==> src/shared/bus_port_pkg.sv <==
// Purpose: shared constants of the backplane bus port
// Assumes: 16 multiplexed address/data lines, word registers
// Notes: all pin levels outside are active low
package bus_port_pkg;

  // ----------------------------------------------------------------
  // Widths
  // ----------------------------------------------------------------
  localparam int DAL_W = 16;
  localparam int REG_IDX_W = 2;
  // Address bits 12..0 lie inside the upper 8K bank
  localparam int BANK_OFS_MSB = 12;
  localparam int BASE_W = BANK_OFS_MSB - REG_IDX_W;

  // ----------------------------------------------------------------
  // Reset and default values
  // ----------------------------------------------------------------
  localparam logic [BASE_W-1:0] BASE_DEFAULT = 10'h3E4;
  localparam logic [DAL_W-1:0] VECTOR_DEFAULT = 16'h0160;
  localparam logic [DAL_W-1:0] DATA_RESET = 16'h0000;
  localparam logic IRQ_REQ_RESET = 1'b0;

endpackage : bus_port_pkg

==> src/shared/irq_link_if.sv <==
// Purpose: carries interrupt state between bus port and its chain logic
// Assumes: single clock mclk
// Notes: no clocking block
`timescale 1ns/1ps
interface irq_link_if;
  logic func_done;
  logic func_ready;
  logic irq_enable;
  logic ack_cycle_seen;
  logic ack_cycle_done;
  logic requesting;
  logic take_ack;

  modport chain (
    input func_done, func_ready, irq_enable, ack_cycle_seen, ack_cycle_done,
    output requesting, take_ack
  );
  modport port (
    output func_done, func_ready, irq_enable, ack_cycle_seen, ack_cycle_done,
    input requesting, take_ack
  );
endinterface : irq_link_if

==> src/rtl/backplane_port.sv <==
// Purpose: device end of the asynchronous multiplexed backplane bus
// Assumes: bus pins already synchronous to mclk; open-drain pins split
// Notes: slave reply, interrupt acknowledge, master read with data-in
//
// What the bus document requires
// RULE1: Reply is asserted whenever a data-in or data-out strobe addresses us; the code replies only to data-in in input and data-out in output cycles.
// RULE2: Reply means our read data is on the lines, or write data latched.
// RULE3: Reply is also asserted in acknowledge cycles where we interrupted.
// RULE4: Data-in during address-sync is an input transfer needing a reply; the code replies only if write/byte was clear at the sync edge.
// RULE5: As master, data-in is asserted only once ready to accept data.
// RULE6: Data-in without address-sync is an interrupt acknowledge.
// RULE7: Address-sync is asserted only after a valid address is driven.
// RULE8: A transfer lasts while address-sync stays asserted.
// RULE9: Master asserts write/byte at sync leading edge for output cycles.
// RULE10: Write/byte sampled at sync leading edge selects output or input cycle.
// RULE11: Request line driven exactly when enable and request flip-flops set.
// RULE12: Request is set on function completion or readiness for a new one.
// RULE13: Processor acknowledges only with status bit 7 clear, via data-in and chain.
// RULE14: While requesting, block the incoming acknowledge and take it.
// RULE15: While not requesting, pass the acknowledge to the next device.
// RULE16: Master asserts upper-bank select for addresses in the top 4K bank; the code asserts it for the top 8K (address bits 15..13 set).
// RULE17: Upper-bank select holds through addressing; address-sync follows it.
// RULE18: Our registers are recognised only with upper-bank select asserted.
// RULE19: Data-out means valid write data on the lines; receiver replies; the code latches and replies only if write/byte was set at the sync edge.
// RULE20: In a taken acknowledge, drive the vector before replying.
// RULE21: Drop reply and release data only after the strobe is negated.
`timescale 1ns/1ps
module backplane_port #(
  parameter logic [bus_port_pkg::BASE_W-1:0] BASE = bus_port_pkg::BASE_DEFAULT,
  parameter logic [bus_port_pkg::DAL_W-1:0] VECTOR = bus_port_pkg::VECTOR_DEFAULT
) (
  // Clock and reset
  input wire logic mclk,
  input wire logic sys_rst,
  // Address/data lines
  input wire logic [bus_port_pkg::DAL_W-1:0] muxed_addr_data_n_in,
  output logic [bus_port_pkg::DAL_W-1:0] muxed_addr_data_n_out,
  output logic muxed_addr_data_n_oe_n,
  // Strobes and flags
  input wire logic address_sync_n_in,
  output logic address_sync_n_out,
  output logic address_sync_n_oe_n,
  input wire logic data_in_strobe_n_in,
  output logic data_in_strobe_n_out,
  output logic data_in_strobe_n_oe_n,
  input wire logic data_out_strobe_n,
  input wire logic reply_strobe_n_in,
  output logic reply_strobe_n_out,
  output logic reply_strobe_n_oe_n,
  input wire logic write_byte_flag_n_in,
  output logic write_byte_flag_n_out,
  output logic write_byte_flag_n_oe_n,
  input wire logic upper_bank_select_n_in,
  output logic upper_bank_select_n_out,
  output logic upper_bank_select_n_oe_n,
  // Interrupt chain
  input wire logic irq_ack_chain_in_n,
  output logic irq_ack_chain_out_n,
  output logic irq_request_n_out,
  output logic irq_request_n_oe_n,
  // Device register side
  output logic [bus_port_pkg::REG_IDX_W-1:0] reg_index,
  output logic reg_rd,
  output logic reg_wr,
  output logic [bus_port_pkg::DAL_W-1:0] reg_wdata,
  input wire logic [bus_port_pkg::DAL_W-1:0] reg_rdata,
  // Interrupt events
  input wire logic irq_enable,
  input wire logic func_done,
  input wire logic func_ready,
  // Master read request
  input wire logic mst_req,
  input wire logic [bus_port_pkg::DAL_W-1:0] mst_addr,
  input wire logic mst_accept,
  output logic mst_busy,
  output logic mst_done,
  output logic [bus_port_pkg::DAL_W-1:0] mst_rdata
);

  typedef enum logic [3:0] {
    S_IDLE = 4'b0001,
    S_SEL = 4'b0010,
    S_DRIVE = 4'b0100,
    S_REPLY = 4'b1000
  } slave_state_type;

  typedef enum logic [4:0] {
    M_IDLE = 5'b00001,
    M_ADDR = 5'b00010,
    M_SYNC = 5'b00100,
    M_READY = 5'b01000,
    M_DIN = 5'b10000
  } master_state_type;

  slave_state_type state;
  slave_state_type next_state;
  master_state_type mstate;
  master_state_type next_mstate;
  logic sync_prev;
  logic out_cycle;
  logic hit;
  logic in_ack_cycle;
  logic [bus_port_pkg::DAL_W-1:0] drive_data;
  logic [bus_port_pkg::DAL_W-1:0] mst_addr_q;

  irq_link_if link ();

  // ----------------------------------------------------------------
  // Pin decode
  // ----------------------------------------------------------------
  wire [bus_port_pkg::DAL_W-1:0] dal = ~muxed_addr_data_n_in;
  wire sync_on = ~address_sync_n_in;
  wire din_on = ~data_in_strobe_n_in;
  wire dout_on = ~data_out_strobe_n;
  wire sync_lead = sync_on & ~sync_prev & mstate == M_IDLE;
  wire bank_hit = ~upper_bank_select_n_in; // [RULE18]
  wire base_hit = dal[bus_port_pkg::BANK_OFS_MSB:bus_port_pkg::REG_IDX_W+1] == BASE;
  wire ack_cycle_seen = din_on & ~sync_on & mstate == M_IDLE; // [RULE6]
  wire read_go = state == S_SEL & din_on & ~out_cycle; // [RULE4]
  wire write_go = state == S_SEL & dout_on & out_cycle; // [RULE19]
  wire strobes_off = ~din_on & ~dout_on;

  // ----------------------------------------------------------------
  // Interrupt link
  // ----------------------------------------------------------------
  assign link.func_done = func_done;
  assign link.func_ready = func_ready;
  assign link.irq_enable = irq_enable;
  assign link.ack_cycle_seen = ack_cycle_seen & state == S_IDLE;
  assign link.ack_cycle_done = in_ack_cycle & state == S_REPLY & strobes_off;

  irq_chain u_chain (
    .mclk(mclk),
    .sys_rst(sys_rst),
    .link(link),
    .irq_ack_chain_in_n(irq_ack_chain_in_n),
    .irq_ack_chain_out_n(irq_ack_chain_out_n),
    .irq_request_n_out(irq_request_n_out),
    .irq_request_n_oe_n(irq_request_n_oe_n)
  );

  // ----------------------------------------------------------------
  // Slave sequence
  // ----------------------------------------------------------------
  always_comb begin
    next_state = state;
    unique case (state)
      S_IDLE: begin
        if (sync_lead & bank_hit & base_hit) begin
          next_state = S_SEL;
        end else if (link.take_ack) begin
          next_state = S_DRIVE; // [RULE20]
        end
      end
      S_SEL: begin
        if (~sync_on) begin
          next_state = S_IDLE; // [RULE8]
        end else if (read_go) begin
          next_state = S_DRIVE; // [RULE2]
        end else if (write_go) begin
          next_state = S_REPLY; // [RULE2]
        end
      end
      S_DRIVE: next_state = S_REPLY;
      S_REPLY: begin
        if (strobes_off) begin
          next_state = sync_on & ~in_ack_cycle ? S_SEL : S_IDLE; // [RULE21] [RULE8]
        end
      end
    endcase
  end

  always_ff @(posedge mclk) begin
    if (sys_rst) begin
      state <= S_IDLE;
      sync_prev <= 1'b0;
    end else begin
      state <= next_state;
      sync_prev <= sync_on;
    end
  end

  // Cycle type and register index caught at the sync edge; acknowledge mark caught while idle
  always_ff @(posedge mclk) begin
    if (sys_rst) begin
      out_cycle <= 1'b0;
      reg_index <= '0;
      in_ack_cycle <= 1'b0;
    end else begin
      if (sync_lead) begin
        out_cycle <= ~write_byte_flag_n_in; // [RULE10]
        reg_index <= dal[bus_port_pkg::REG_IDX_W:1];
      end
      if (state == S_IDLE) begin
        in_ack_cycle <= link.take_ack; // [RULE3]
      end
    end
  end

  // Read data captured when data-in arrives; vector for acknowledge
  always_ff @(posedge mclk) begin
    if (sys_rst) begin
      drive_data <= bus_port_pkg::DATA_RESET;
      reg_wdata <= bus_port_pkg::DATA_RESET;
    end else begin
      if (read_go) begin
        drive_data <= reg_rdata;
      end else if (state == S_IDLE & link.take_ack) begin
        drive_data <= VECTOR; // [RULE20]
      end
      if (write_go) begin
        reg_wdata <= dal; // [RULE19]
      end
    end
  end

  always_ff @(posedge mclk) begin
    if (sys_rst) begin
      reg_rd <= 1'b0;
      reg_wr <= 1'b0;
    end else begin
      reg_rd <= read_go;
      reg_wr <= write_go;
    end
  end

  // ----------------------------------------------------------------
  // Master read sequence
  // ----------------------------------------------------------------
  always_comb begin
    next_mstate = mstate;
    unique case (mstate)
      M_IDLE: begin
        if (mst_req & state == S_IDLE & ~sync_on) begin
          next_mstate = M_ADDR;
        end
      end
      M_ADDR: next_mstate = M_SYNC; // [RULE7]
      M_SYNC: next_mstate = M_READY;
      M_READY: begin
        if (mst_accept) begin
          next_mstate = M_DIN; // [RULE5]
        end
      end
      M_DIN: begin
        if (~reply_strobe_n_in) begin
          next_mstate = M_IDLE; // [RULE8]
        end
      end
    endcase
  end

  always_ff @(posedge mclk) begin
    if (sys_rst) begin
      mstate <= M_IDLE;
      mst_addr_q <= bus_port_pkg::DATA_RESET;
      mst_rdata <= bus_port_pkg::DATA_RESET;
      mst_done <= 1'b0;
    end else begin
      mstate <= next_mstate;
      mst_done <= mstate == M_DIN & ~reply_strobe_n_in;
      if (mstate == M_IDLE & mst_req) begin
        mst_addr_q <= mst_addr;
      end
      if (mstate == M_DIN & ~reply_strobe_n_in) begin
        mst_rdata <= dal;
      end
    end
  end

  assign mst_busy = mstate != M_IDLE;

  // ----------------------------------------------------------------
  // Pin drive; each line is pulled low only while enabled
  // ----------------------------------------------------------------
  wire m_addr_phase = mstate == M_ADDR | mstate == M_SYNC;
  wire bank7_req = &mst_addr_q[bus_port_pkg::DAL_W-1:bus_port_pkg::BANK_OFS_MSB+1];
  wire slave_drive = state == S_DRIVE | (state == S_REPLY & ~out_cycle) | (state == S_REPLY & in_ack_cycle);

  assign muxed_addr_data_n_out = m_addr_phase ? ~mst_addr_q : ~drive_data; // [RULE20]
  assign muxed_addr_data_n_oe_n = ~(m_addr_phase | slave_drive); // [RULE21]
  assign reply_strobe_n_out = 1'b0;
  assign reply_strobe_n_oe_n = state != S_REPLY; // [RULE1] [RULE3]
  assign address_sync_n_out = 1'b0;
  assign address_sync_n_oe_n = ~(mstate == M_SYNC | mstate == M_READY | mstate == M_DIN); // [RULE7]
  assign data_in_strobe_n_out = 1'b0;
  assign data_in_strobe_n_oe_n = mstate != M_DIN; // [RULE5]
  // Master only reads, so write/byte stays released
  assign write_byte_flag_n_out = 1'b0;
  assign write_byte_flag_n_oe_n = 1'b1; // [RULE9]
  assign upper_bank_select_n_out = 1'b0;
  assign upper_bank_select_n_oe_n = ~(m_addr_phase & bank7_req); // [RULE16] [RULE17]

endmodule : backplane_port

==> src/rtl/irq_chain.sv <==
// Purpose: interrupt request flip-flop and acknowledge daisy chain
// Assumes: chain input synchronous to mclk
// Notes: chain pass is combinational so the chain is not slowed
`timescale 1ns/1ps
module irq_chain (
  // Clock and reset
  input wire logic mclk,
  input wire logic sys_rst,
  // Interrupt link
  irq_link_if.chain link,
  // Daisy chain pins
  input wire logic irq_ack_chain_in_n,
  output logic irq_ack_chain_out_n,
  output logic irq_request_n_out,
  output logic irq_request_n_oe_n
);

  logic req_ff;
  wire set_req = link.func_done | link.func_ready; // [RULE12]
  wire requesting = req_ff & link.irq_enable; // [RULE11]

  // ----------------------------------------------------------------
  // Request flip-flop; a new event beats the clear of an old one
  // ----------------------------------------------------------------
  always_ff @(posedge mclk) begin
    if (sys_rst) begin
      req_ff <= bus_port_pkg::IRQ_REQ_RESET;
    end else begin
      req_ff <= (req_ff & ~link.ack_cycle_done) | set_req;
    end
  end

  assign link.requesting = requesting;
  assign irq_request_n_out = 1'b0;
  assign irq_request_n_oe_n = ~requesting; // [RULE11]
  // Take the acknowledge ourselves, or hand it down the chain
  assign link.take_ack = requesting & ~irq_ack_chain_in_n & link.ack_cycle_seen; // [RULE14]
  assign irq_ack_chain_out_n = requesting | irq_ack_chain_in_n; // [RULE14] [RULE15]

endmodule : irq_chain

==> config.mk <==
export PLATFORM = sky130hd
export DESIGN_NAME = backplane_port
export DESIGN_NICKNAME = d
export VERILOG_FILES = /design/src/shared/bus_port_pkg.sv /design/src/shared/irq_link_if.sv /design/src/rtl/backplane_port.sv /design/src/rtl/irq_chain.sv
export SDC_FILE = /design/constraint.sdc
export NUM_CORES = 1
export LEC_CHECK = 0
export ABC_AREA = 1
export BUFFER_PORTS_ARGS = -buffer_cell sky130_fd_sc_hd__buf_2
export CORE_MARGIN = 8
export CORE_UTILIZATION = 46
export CTS_BUF_LIST = sky130_fd_sc_hd__clkbuf_4
export CTS_CLUSTER_SIZE = 10
export DETAILED_ROUTE_END_ITERATION = 8
export PLACE_DENSITY = 0.79
export SKIP_CTS_REPAIR_TIMING = 1
export SYNTH_ARGS = -nofsm -noshare
export SYNTH_HDL_FRONTEND = slang
export SYNTH_SLANG_ARGS = --single-unit
==> constraint.sdc <==
create_clock -name mclk -period 1.4 [get_ports mclk]
set_clock_uncertainty 0.05 [all_clocks]
set_input_delay 0 -clock mclk [delete_from_list [all_inputs] [get_ports mclk]]
set_output_delay 0 -clock mclk [all_outputs]
set_load 0.005 [all_outputs]
# == Yosys cells after proc, flatten, opt, wreduce, memory -nomap -nowiden ==
# Index checks and enable logic that the tools add are counted.
# classes
eq_ne,19
n_mux,15
n_bitwise,53
n_reduce_logical,4
# op_table
cell,count
16-bit two-way mux,3
16-bit NOT,3
1-bit bitwise AND,26
5-bit case mux with 5 select lines,1
4-bit two-way mux,6
4-bit case mux with 4 select lines,1
5-bit two-way mux,3
1-bit NOT,15
10-bit == test (second input constant),1
1-bit bitwise OR,9
3-bit AND reduction,3
4-bit != test (second input constant),2
2-bit != test (second input constant),3
5-bit by 1-bit == test with 1-bit output (second input constant),1
5-bit by 2-bit == test with 1-bit output (second input constant),1
5-bit by 3-bit == test with 1-bit output (second input constant),1
5-bit by 4-bit == test with 1-bit output (second input constant),1
5-bit == test (second input constant),1
5-bit by 1-bit != test with 1-bit output (second input constant),1
5-bit != test (second input constant),1
4-bit by 1-bit == test with 1-bit output (second input constant),1
4-bit by 2-bit == test with 1-bit output (second input constant),1
4-bit by 3-bit == test with 1-bit output (second input constant),1
4-bit == test (second input constant),1
other kinds (4),4
# totals
ff_bits,82
input_bits,62
output_inout_bits,68
word_cells,105

# == Longest topological paths before layout ==
# Gate-level depths: netlist (run 1).
# logic_depth
word_depth,8
mapped_depth,10
mapped_depth_nobuf,10

# == Cells and area by module ==
# From an unflattened synthesis (run 1), not the netlist that was laid out.
# unflattened
hier_cells,464
area_unflattened_um2,3412.0
# modules_own_cells
mod,area_each_um2,n_inst,cells_each,seq_area_each_um2
backplane_port,3337.0,1,451,1621.6
irq_chain,75.1,1,13,20.0

# == Worst setup path after synthesis (run 1) ==
# OpenSTA, ideal clock, no wires.
# synth_timing
kind,flip-flop to flip-flop
start,reg mstate[2]
end,reg drive_data[0] (netlist name)
path_stages_with_launch,8
t_required_ps,1237
path_buffers,1
t_arrival_ps,1160
setup_time_ps,113
setup_slack_ps,77
synth_period_minus_slack_ps,1323
cell_sequence,dfxtp_1 -> nor2_4 -> nand3_4 -> nor2_4 -> inv_2 -> o21ai_4 -> buf_6 -> o21ai_2
# synth_via
elab_chain_cells,6
# synth_rtl
element,line,text
start: declaration,backplane_port.sv:97,master_state_type mstate;
start signal: assignment,backplane_port.sv:260,mstate <= next_mstate;
5-bit by 1-bit == test with 1-bit output,backplane_port.sv:118,wire ack_cycle_seen = din_on & ~sync_on & mstate == M_IDLE;
1-bit bitwise AND,backplane_port.sv:118,
1-bit bitwise AND,backplane_port.sv:129,assign link.ack_cycle_seen = ack_cycle_seen & state == S_IDLE;
1-bit bitwise AND,irq_chain.sv:37,assign link.take_ack = requesting & ~irq_ack_chain_in_n & link.ack_cycle_seen;
1-bit bitwise AND,backplane_port.sv:208,end else if (state == S_IDLE & link.take_ack) begin
2-bit nonzero test (no line),-,
end signal: assignment,backplane_port.sv:203,drive_data <= bus_port_pkg::DATA_RESET;
end signal: assignment,backplane_port.sv:207,drive_data <= reg_rdata;
end: declaration,backplane_port.sv:103,logic [bus_port_pkg::DAL_W-1:0] drive_data;
# Every way passes these cells.
# A chain may end at the register's enable or synchronous reset.

# == Final worst setup path (run 1) ==
# layout_timing
start,reg mstate[3]
end,out muxed_addr_data_n_out[3] (netlist name)
# layout_via
elab_chain_cells,3
elab_cells_between_ends,4
classes_between,2 x eq/ne; 1 x mux; 1 x bitwise
# layout_rtl
element,line,text
5-bit by 2-bit == test with 1-bit output or 5-bit by 3-bit == test with 1-bit output (tied branches),backplane_port.sv:276,wire m_addr_phase = mstate == M_ADDR | mstate == M_SYNC;
1-bit bitwise OR (*),backplane_port.sv:276,
16-bit two-way mux (*),backplane_port.sv:280,assign muxed_addr_data_n_out = m_addr_phase ? ~mst_addr_q : ~drive_data;
end: declaration,backplane_port.sv:37,"output logic [bus_port_pkg::DAL_W-1:0] muxed_addr_data_n_out,"
# Every way passes the cells marked *; elsewhere a longest branch is shown, timed or not.

==> metrics.md, run 1 <==
| Metric | Value |
|---|---|
| Result of the run | finished with violations |
| Failing checks | negative setup slack |
| TritonCTS buffer count | 9 |
| Remaining global-route overflow | 0 |
| Standby leakage power | 2.46 nW |
| Met2 Use GR | 28.9% |
| Post-layout minimum cycle time | 1820 ps |
| Number of design rule violations left after detail routing | 0 |
| Number of global-route vias before repair | between 3000 and 4000 |
| Critical-path cell list | nor2_4, nand4_1, nand2_4, clkbuf_16, nand2_1, o21ai_1, buf_2 |
| Kind of critical path | reg -> out |
| Sum of negative setup slack | -11650 ps |
| VDD IR max | 0.000776 V |
| Clock root cell | clkbuf_4 |
| Unrepaired setup endpoints after global routing | yes |
| Maximum buffer depth of the clock tree | 2 |
| Synthesis-to-layout area growth | 60.1% |
| Summed instance area of the synthesized netlist | 0.00341 mm2 |
| Depth of the CTS H-tree | 3 |
| HPWL reported at the end of detailed placement | 6980 um |
| Die span in y | 102 um |
| Maximum operating frequency | 0.548 GHz |
| Maximum net fanout on the critical path | 5 |
| Net switching share of the total power | 35.1% |
| Net load switching power | approximately 2.4 mW |
| Area after DPL | 0.00415 mm2 |
| Total Die Area | 0.0104 mm2 |
| Setup WS post-layout | -425 ps |
| Total wire length after detailed routing | 12400 um |
| Worst path required time | 1350 ps |
| Count of nets left with antenna violations after detail routing | 0 |
| Number of DRC violations after detailed-routing iteration 0 | 209 |
| Wire length of the first global-routing pass | 14600 um |
| Total number of vias | 3886 |
| Number of diodes | 0 |
| Syn Area/Cell | 7.70 um2 |
| Gr usage total | between 10% and 20% |
| Final GP Congestion | 0.881 |
| First-pass detailed-route iteration total | 5 |
| Most utilized layer in the global route result | met2 |
| Clock slew at reported path FFs | 120 ps |
| Critical path's largest stage delay | 360 ps |
| Count of final hold-check violations | 0 |
| Starting density of the core | 47.3% |
| Combinational share of power | 35.8% |
| Skew-Pair Late Insertion Delay | 420 ps |
| Port Buf Inserts | 122 |
| CP startpoint kind | register |
| Die width | 102 um |
| Maximum number of pins on one net before global-route repair | 35 |
| Internal portion of total power | 4.47 mW |
| Kind of end point of the critical path | output pin |
| Unique cell type count in the Yosys netlist | 29 |
| Initial antenna violation count | 0 |
| Met3 routing resource usage after global routing | 6.88% |
| Fraction of layout instances using a drive strength above 1 | roughly two fifths |
| Yosys warning total | 0 |
| Final number of max-transition violations | 0 |
| Part of the total power dissipated in sequential elements | 40.9% |
| Detail-routed via count per cell | 5.21 |
| Synth Register Bits | 82 |
| Tcrit/Tclk final | 130% |
| Hold crit path type | in -> reg |
| Final Cell Area | around 0.0055 mm2 |
| Placement Setup Slack | -65.0 ps |
| Arrival time reported for the critical path endpoint | roughly 1800 ps |
| Average detailed-routed wire length per instance | ~17 um |
| Final nets | 704 |
| Post-layout utilization of the core | approximately three quarters |
| Cell count after synthesis | 443 |
| Number of violations of the max-capacitance limit | 0 |
| Number of clock sinks seen by CTS | slightly above 80 |
| TritonCTS clock tree | yes |
| Clock network fraction of design power | 23.3% |
| Ratio of total power to cell area | between 1000 and 1500 mW/mm2 |
| Cells after DPL | 652 |
| IO Pins | between 100 and 150 |
| Non-filler instance count after layout | 746 |
| Setup Viol. Count Final | 87 |
| Met1 layer usage reported by global route | 19.7% |
| Sequential cell area fraction in the yosys report | roughly half |
| Slowest-stage cell, CP | dfxtp_2 |
| Std cell rows | 31 |
| Total core area | 0.00721 mm2 |
==> layout make-up <==
class,instances,area [um2]
clock buffers,9,67.6
clock inverters,7,98.8
fillers,479,1750
inverters,48,183
multi-input cells,287,1660
flip-flops and latches,82,1660
well taps,99,124
repair buffers,214,1670
==> logic make-up after synthesis <==
family | count (synthesis) | synth area share, %
flip-flops | 82 | 48.1
AND/OR/NAND/NOR | 135 | 18.1
AO/OA/AOI/OAI | 145 | 22.9
other | 2 | 0.220
buffers and inverters | 79 | 10.7
==> layout by cell type (no fill, tap or decap), types with 9 or more instances in the layout <==
cell,Yosys,layout
buf_2,14,121
dfxtp_1,82,73
nand2_1,70,60
dlygate4sd3_1,0,58
a21oi_1,55,53
o21ai_1,1,43
inv_1,44,40
o21ai_2,10,32
nor2_1,32,25
buf_4,9,16
nor2_4,6,10
nand2_2,2,10
o21ai_0,75,10
clkbuf_4,0,9
==> cells in the mapped netlist <==
master | count | area share (%)
nor2_1 | 32 | 3.5
nand3_4 | 1 | 0.51
nand3_1 | 14 | 2.1
buf_4 | 9 | 2.0
dfxtp_1 | 82 | 48
clkbuf_2 | 1 | 0.15
nor3_2 | 1 | 0.29
inv_2 | 4 | 0.44
conb_1 | 2 | 0.22
nor2_4 | 6 | 2.0
nand2_2 | 2 | 0.37
buf_6 | 2 | 0.66
or2_2 | 1 | 0.18
inv_1 | 44 | 4.8
o21ai_0 | 75 | 11
nand4_1 | 4 | 0.73
nand3_2 | 1 | 0.29
a211oi_1 | 2 | 0.44
clkbuf_1 | 4 | 0.44
o21ai_4 | 1 | 0.48
buf_1 | 1 | 0.11
nor3_1 | 2 | 0.29
o21ai_2 | 10 | 2.6
buf_2 | 14 | 2.1
nand2_1 | 70 | 7.7
a21oi_1 | 55 | 8.1
o21ai_1 | 1 | 0.15
nor2_2 | 1 | 0.18
o31ai_1 | 1 | 0.22
==> registers in the layout (all words and copies together), names as in the netlist <==
signal and cells:
drive_data 16, mst_addr_q 16, mst_rdata 16, reg_wdata 16
mstate 5, state 4, reg_index 2, in_ack_cycle 1
mst_done 1, out_cycle 1, reg_rd 1, reg_wr 1
sync_prev 1, u_chain.req_ff 1
==> per-stage QoR <==
stage | hold slack (ps) | total power, mW
after global placement | 137 | 4.41
after detailed placement | 140 | 4.48
final | 37.8 | 6.89
after CTS | -327 | 6.05
after global routing | 49.0 | 7.26
after floorplan | 13.4 | 3.84
==> final timing paths <==
| kind | from | to | slack (ps) | depth (start not counted) |
|---|---|---|---|---|
| worst max-delay path | mstate[3]$_SDFFE_PP0P_ | muxed_addr_data_n_out[3] | -420 | 7 |
| worst min-delay path | irq_ack_chain_in_n | in_ack_cycle$_SDFFE_PP0N_ | 40 | 6 |
| worst max register to register | mstate[1]$_SDFFE_PP0P_ | drive_data[4]$_SDFFE_PP0P_ | -160 | 8 |
| worst min register to register | mst_addr_q[12]$_SDFFE_PP0P_ | mst_addr_q[12]$_SDFFE_PP0P_ | 410 | 2 |
==> metal layers <==
| layer | vias to the layer above | wire (um) |
|---|---|---|
| met2 | 197 | 6260 |
| met3 | 43 | 1140 |
| met5 | - | 0 |
| li1 | 1837 | - |
| met4 | 0 | 409 |
| met1 | 1809 | 4580 |
==> power groups by stage <==
stage	logic [mW]	clock network, mW	registers [mW]
after CTS	1.69	1.62	2.74
final	2.47	1.61	2.82
after detailed placement	1.68	0	2.80
after global placement	1.63	0	2.79
after floorplan	1.07	0	2.77
after global routing	2.67	1.73	2.85
==> worst max-delay path: cells and delay by family (launching register included) <==
family                 cells  cell delay (ps)
and+or+nand+nor            4              550
DFF                        1              360
buffers and inverters      2              340
AOI/OAI and AO/OA          1              100
(Power assumes the default switching activity.)
==> run 2, diff against run 1 <==
- CORE_UTILIZATION: 46 -> 51
- PLACE_DENSITY: 0.79 -> 0.83
- clock period: 1.4 -> 1.79 ns (I/O delays scaled with it)
==> run 2 against run 1 <==
Compared with the run above:
- the flow still finishes with violations (negative setup slack)
- cell count down 4.8%
- highest routed layer unchanged
- global-route usage up 0.92 points
- clock power down 43%
- sequential cell count unchanged
- clock-buffer cell count unchanged
- worst hold slack better by 81 ps
- first-iteration DRC count up 38%
- via count down 4.2%
==> metrics.md, run 2 (synthesized netlist as in run 1, its figures left out) <==
| Metric | Value |
|---|---|
| Result of the run | finished with violations (unchanged) |
| Failing checks | negative setup slack (unchanged) |
| Starting density of the core | 51.4% (was 47.3%) |
| Final GP Congestion | 0.880 (was 0.881) |
| Cells after DPL | 626 (was 652) |
| Total core area | 0.00664 mm2 (was 0.00721 mm2) |
| Leading cell type in the layout, fill and taps excluded | buf_2 (unchanged) |
| Kind of critical path | reg -> out (unchanged) |
| Maximum net fanout on the critical path | 9 (was 5) |
| Initial antenna violation count | 2 (was 0) |
| TritonCTS buffer count | 9 (unchanged) |
| Multi-input gate area | 0.00147 mm2 (was 0.00166 mm2) |
| Maximum number of pins on one net before global-route repair | 50 (was 35) |
| Final nets | 685 (was 704) |
| Sum of negative setup slack | -536 ps (was -11650 ps) |
| Maximum buffer depth of the clock tree | 2 (unchanged) |
| HPWL reported at the end of detailed placement | 6630 um (was 6980 um) |
| Commonest cells after routing, fill and taps aside | buf_2 (122), dfxtp_1 (78), nand2_1 (62), o21ai_0 (60), dlygate4sd3_1 (59) (was buf_2 (121), dfxtp_1 (73), nand2_1 (60), dlygate4sd3_1 (58), a21oi_1 (53)) |
| Number of design rule violations left after detail routing | 0 (unchanged) |
| Number of clock sinks seen by CTS | 82 (unchanged) |
| Net switching share of the total power | 35.9% (was 35.1%) |
| Clock network fraction of design power | 20.0% (was 23.3%) |
| TritonCTS clock tree | yes (unchanged) |
| Kind of end point of the critical path | output pin (unchanged) |
| Ratio of total power to cell area | 947 mW/mm2 (was 1260 mW/mm2) |
| Synthesis-to-layout area growth | 42.7% (was 60.1%) |
| Standby leakage power | 2.26 nW (was 2.46 nW) |
| Number of global-route vias before repair | 3255 (was 3286) |
| Unrepaired setup endpoints after global routing | yes (unchanged) |
| Clock slew at reported path FFs | 120 ps (about the same) |
| Gr usage total | 18.5% (was 17.6%) |
| Remaining global-route overflow | 0 (unchanged) |
| Count of nets left with antenna violations after detail routing | 0 (unchanged) |
| Total wire length after detailed routing | 11200 um (was 12400 um) |
| VDD IR max | 0.000597 V (was 0.000776 V) |
| Average detailed-routed wire length per instance | 15.8 um (was 16.6 um) |
| Count of fill cells added during filler insertion | 484 (was 479) |
| Number of DRC violations after detailed-routing iteration 0 | 289 (was 209) |
| Post-layout minimum cycle time | 1940 ps |
| Die width | 97.8 um (was 102 um) |
| Number of violations of the max-capacitance limit | 0 (unchanged) |
| CP startpoint kind | register (unchanged) |
| Die span in y | 97.8 um (was 102 um) |
| Hold slack | 118 ps (was 37.8 ps) |
| Total number of vias | 3721 (was 3886) |
| Wire length of the first global-routing pass | 14700 um (was 14600 um) |
| First-pass detailed-route iteration total | 5 (unchanged) |
| Count of final hold-check violations | 0 (unchanged) |
| IO Pins | 130 (unchanged) |
| Reg area | 0.00165 mm2 (was 0.00166 mm2) |
| Combinational share of power | 33.0% (was 35.8%) |
| Clock root cell | clkbuf_4 (unchanged) |
| Port Buf Inserts | 122 (unchanged) |
| Std cell rows | 30 (was 31) |
| Detail-routed via count per cell | 5.24 (was 5.21) |
| Hold crit path type | in -> reg (unchanged) |
| Total Die Area | 0.00957 mm2 (was 0.0104 mm2) |
| Worst path required time | 1740 ps (was 1350 ps) |
| Net load switching power | 1.66 mW (was 2.42 mW) |
| Setup WS post-layout | -155 ps (was -425 ps) |
| Part of the total power dissipated in sequential elements | 47.0% (was 40.9%) |
| Internal portion of total power | 2.96 mW (was 4.47 mW) |
| Tcrit/Tclk final | 109% |
| Total chip power | 4.62 mW (was 6.89 mW) |
| Fraction of layout instances using a drive strength above 1 | 30.7% (was 40.6%) |
| Skew-Pair Late Insertion Delay | 420 ps (about the same) |
| Non-filler instance count after layout | 710 (was 746) |
| Maximum operating frequency | 0.514 GHz |
| Final number of max-transition violations | 0 (unchanged) |
| Depth of the CTS H-tree | 3 (unchanged) |
| Arrival time reported for the critical path endpoint | 1890 ps (was 1770 ps) |
| Setup Viol. Count Final | 14 (was 87) |
-- run 2: area by class of cell --
class / count / area share, %
flip-flops and latches: 82 / 33.8
diodes: 2 / 0.103
clock buffers: 9 / 1.39
inverters: 48 / 3.70
repair buffers: 195 / 27.8
multi-input cells: 287 / 30.2
well taps: 80 / 2.05
clock inverters: 7 / 0.950
-- run 2: worst paths after layout --
| path | slack, ps | from | to | depth (start not counted) |
|---|---|---|---|---|
| setup / recovery | -150 | mstate[1]$_SDFFE_PP0P_ | muxed_addr_data_n_out[3] | 7 |
| hold reg to reg | 420 | mst_addr_q[3]$_SDFFE_PP0P_ | mst_addr_q[3]$_SDFFE_PP0P_ | 2 |
| setup reg to reg | 70 | mstate[1]$_SDFFE_PP0P_ | mstate[3]$_SDFFE_PP0P_ | 5 |
| hold / removal | 120 | irq_ack_chain_in_n | in_ack_cycle$_SDFFE_PP0N_ | 6 |
-- run 2: per-stage QoR --
| stage | utilization, % | area, um2 | worst slack [ps] |
|---|---|---|---|
| finish | 73.3 | 4870 | -155 |
| global route | 73.3 | 4870 | -307 |
| CTS | 62.3 | 4140 | -132 |
| detailed placement | 60.6 | 4020 | 288 |
| global placement | 60.6 | 4020 | 373 |
| floorplan | - | 3430 | 467 |
-- run 2: worst max-delay path, cell delays in order, from the launching register on --
cell     delay, ps
dfxtp_4        390
nor2_4         120
nand4_1        220
nand2_4        190
buf_12         140
nand2_1        100
o21ai_1        150
buf_2          160
-- run 2: power by group through the flow --
stage | Combinational [mW] | Clock (mW) | Sequential (mW)
floorplan | 0.834 | 0 | 2.17
global placement | 1.19 | 0 | 2.18
detailed placement | 1.23 | 0 | 2.18
CTS | 1.24 | 0.936 | 2.14
global route | 1.68 | 1.01 | 2.19
finish | 1.52 | 0.923 | 2.17
-- run 2: per-layer routing --
metal	vias up	global-route usage (%)	wire [um]
met2	175	30.0	5600
met4	0	6.35	297
li1	1794	-	-
met5	-	0	0
met3	25	9.10	1120
met1	1727	20.5	4220
==> run 3, diff against run 2 <==
- CELL_PAD_IN_SITES_DETAIL_PLACEMENT: unset -> 0
- CELL_PAD_IN_SITES_GLOBAL_PLACEMENT: unset -> 2
- CORE_UTILIZATION: 51 -> 27
- PLACE_DENSITY: 0.83 -> 0.81
==> run 3 against run 2 <==
Compared with the run above:
- the flow still finishes with violations (negative setup slack)
- critical path depth unchanged
- clock-buffer cell count rose by 3
- worst hold slack got worse by 13 ps
- critical path type unchanged
- critical endpoint is now muxed_addr_data_n_out[0]
- largest cell class unchanged
- largest power group unchanged
- highest routed layer unchanged
==> metrics.md, run 3 (synthesized netlist as in run 1, its figures left out) <==
| Metric | Value |
|---|---|
| Cells after DPL | 719 (was 626) |
| Setup Viol. Count Final | 18 (was 14) |
| Maximum number of pins on one net before global-route repair | 39 (was 50) |
| Number of DRC violations after detailed-routing iteration 0 | 166 (was 289) |
| Post-layout utilization of the core | 40.6% (was 73.3%) |
| Multi-input gate area | 0.00149 mm2 (was 0.00147 mm2) |
| Synthesis-to-layout area growth | 48.2% (was 42.7%) |
| Number of clock sinks seen by CTS | 82 (unchanged) |
| Hold crit path type | in -> reg (unchanged) |
| Combinational share of power | 32.7% (was 33.0%) |
| Remaining global-route overflow | 0 (unchanged) |
| Post-layout minimum cycle time | 1920 ps (was 1940 ps) |
| Net load switching power | 1.65 mW (was 1.66 mW) |
| Clock slew at reported path FFs | 120 ps (about the same) |
| Commonest cells after routing, fill and taps aside | buf_2 (122), dfxtp_1 (80), o21ai_0 (60), nand2_1 (58), dlygate4sd3_1 (58) (was buf_2 (122), dfxtp_1 (78), nand2_1 (62), o21ai_0 (60), dlygate4sd3_1 (59)) |
| Reg area | 0.00164 mm2 (was 0.00165 mm2) |
| Standby leakage power | 2.28 nW (was 2.26 nW) |
| Most utilized layer in the global route result | met2 (unchanged) |
| Leading cell type in the layout, fill and taps excluded | buf_2 (unchanged) |
| Placement Setup Slack | 281 ps (was 288 ps) |
| Met2 Use GR | 18.5% (was 30.0%) |
| Detail-routed via count per cell | 4.39 (was 5.24) |
| Unrepaired setup endpoints after global routing | yes (unchanged) |
| Port Buf Inserts | 122 (unchanged) |
| Worst path required time | 1740 ps (about the same) |
| Wire length of the first global-routing pass | 16600 um (was 14700 um) |
| Result of the run | finished with violations (unchanged) |
| Kind of critical path | reg -> out (unchanged) |
| Fraction of layout instances using a drive strength above 1 | 32.1% (was 30.7%) |
| Skew-Pair Late Insertion Delay | 440 ps (was 420 ps) |
| Tcrit/Tclk final | 107% (was 109%) |
| Count of nets left with antenna violations after detail routing | 0 (unchanged) |
| Register-to-Register Setup Slack | 260 ps (was 70 ps) |
| Maximum net fanout on the critical path | 8 (was 9) |
| Total core area | 0.0125 mm2 (was 0.00664 mm2) |
| Number of violations of the max-capacitance limit | 0 (unchanged) |
| Setup WS post-layout | -127 ps (was -155 ps) |
| Internal portion of total power | 3.16 mW (was 2.96 mW) |
| Area after DPL | 0.00416 mm2 (was 0.00402 mm2) |
| Number of global-route vias before repair | 3251 (was 3255) |
| Final number of max-transition violations | 0 (unchanged) |
| Ratio of total power to cell area | 951 mW/mm2 (was 947 mW/mm2) |
| Met3 routing resource usage after global routing | 5.46% (was 9.10%) |
| Part of the total power dissipated in sequential elements | 44.8% (was 47.0%) |
| Net switching share of the total power | 34.2% (was 35.9%) |
| Maximum buffer depth of the clock tree | 2 (unchanged) |
| Arrival time reported for the critical path endpoint | 1870 ps (was 1890 ps) |
| Final GP Congestion | 0.763 (was 0.880) |
| Final Cell Area | 0.00506 mm2 (was 0.00487 mm2) |
| Total number of vias | 3520 (was 3721) |
| Count of fill cells added during filler insertion | 1308 (was 484) |
| Non-filler instance count after layout | 801 (was 710) |
| CP startpoint kind | register (unchanged) |
| Gr usage total | 12.7% (was 18.5%) |
| First-pass detailed-route iteration total | 4 (was 5) |
| Clock root cell | clkbuf_4 (unchanged) |
| TritonCTS buffer count | 9 (unchanged) |
| Final nets | 686 (was 685) |
| Total Die Area | 0.0165 mm2 (was 0.00957 mm2) |
| Total chip power | 4.81 mW (was 4.62 mW) |
| Clock network fraction of design power | 22.6% (was 20.0%) |
| Sum of negative setup slack | -1680 ps (was -536 ps) |
| Starting density of the core | 27.4% (was 51.4%) |
| Count of final hold-check violations | 0 (unchanged) |
| IO Pins | 130 (unchanged) |
| Failing checks | negative setup slack (unchanged) |
| HPWL reported at the end of detailed placement | 7590 um (was 6630 um) |
| Maximum operating frequency | 0.522 GHz (was 0.514 GHz) |
| Average detailed-routed wire length per instance | 14.0 um (was 15.8 um) |
| Std cell rows | 41 (was 30) |
| Depth of the CTS H-tree | 3 (unchanged) |
| Met1 layer usage reported by global route | 16.0% (was 20.5%) |
| Number of design rule violations left after detail routing | 0 (unchanged) |
| Die width | 128 um (was 97.8 um) |
| Hold slack | 105 ps (was 118 ps) |
| Number of diodes | 0 (was 2) |
| Total wire length after detailed routing | 11200 um (about the same) |
| Initial antenna violation count | 0 (was 2) |
| Kind of end point of the critical path | output pin (unchanged) |
| Die span in y | 128 um (was 97.8 um) |
| TritonCTS clock tree | yes (unchanged) |
| VDD IR max | 0.000328 V (was 0.000597 V) |
-- run 3: final timing paths --
path | start | end | cells past startpoint
worst max-delay path | mstate[3]$_SDFFE_PP0P_ | muxed_addr_data_n_out[0] | 7
worst min-delay path | upper_bank_select_n_in | state[0]$_SDFFE_PP1P_ | 9
worst max register to register | state[3]$_SDFFE_PP0P_ | drive_data[15]$_SDFFE_PP0P_ | 7
worst min register to register | mst_addr_q[3]$_SDFFE_PP0P_ | mst_addr_q[3]$_SDFFE_PP0P_ | 2
-- run 3: area by class of cell --
cell class	instances	share of cell area, %
Sequential cell	82	32.5
Tap cell	172	4.26
Clock inverter	4	0.841
Inverter	48	3.56
Clock buffer	12	1.78
Timing Repair Buffer	196	27.5
Multi-Input combinational cell	287	29.5
-- run 3: layer usage --
| layer | vias to the layer above | wire length (um) |
|---|---|---|
| li1 | 1798 | - |
| met1 | 1607 | 5140 |
| met2 | 104 | 5040 |
| met3 | 11 | 904 |
| met4 | 0 | 146 |
| met5 | - | 0 |
-- run 3: critical path, cell delays in order, from the launching register on --
cell	delay, ps
dfxtp_2	360
nor2_4	160
nand4_1	230
nand2_4	230
clkbuf_16	190
nand2_2	40
o21ai_1	70
buf_2	130
-- run 3: power groups by stage --
stage                     sequential (mW)  clock (mW)  combinational (mW)
after global placement               2.18           0                1.26
after floorplan                      2.17           0               0.834
after CTS                            2.15        1.15                1.28
final                                2.15        1.08                1.57
after global routing                 2.18        1.23                1.78
after detailed placement             2.19           0                1.27
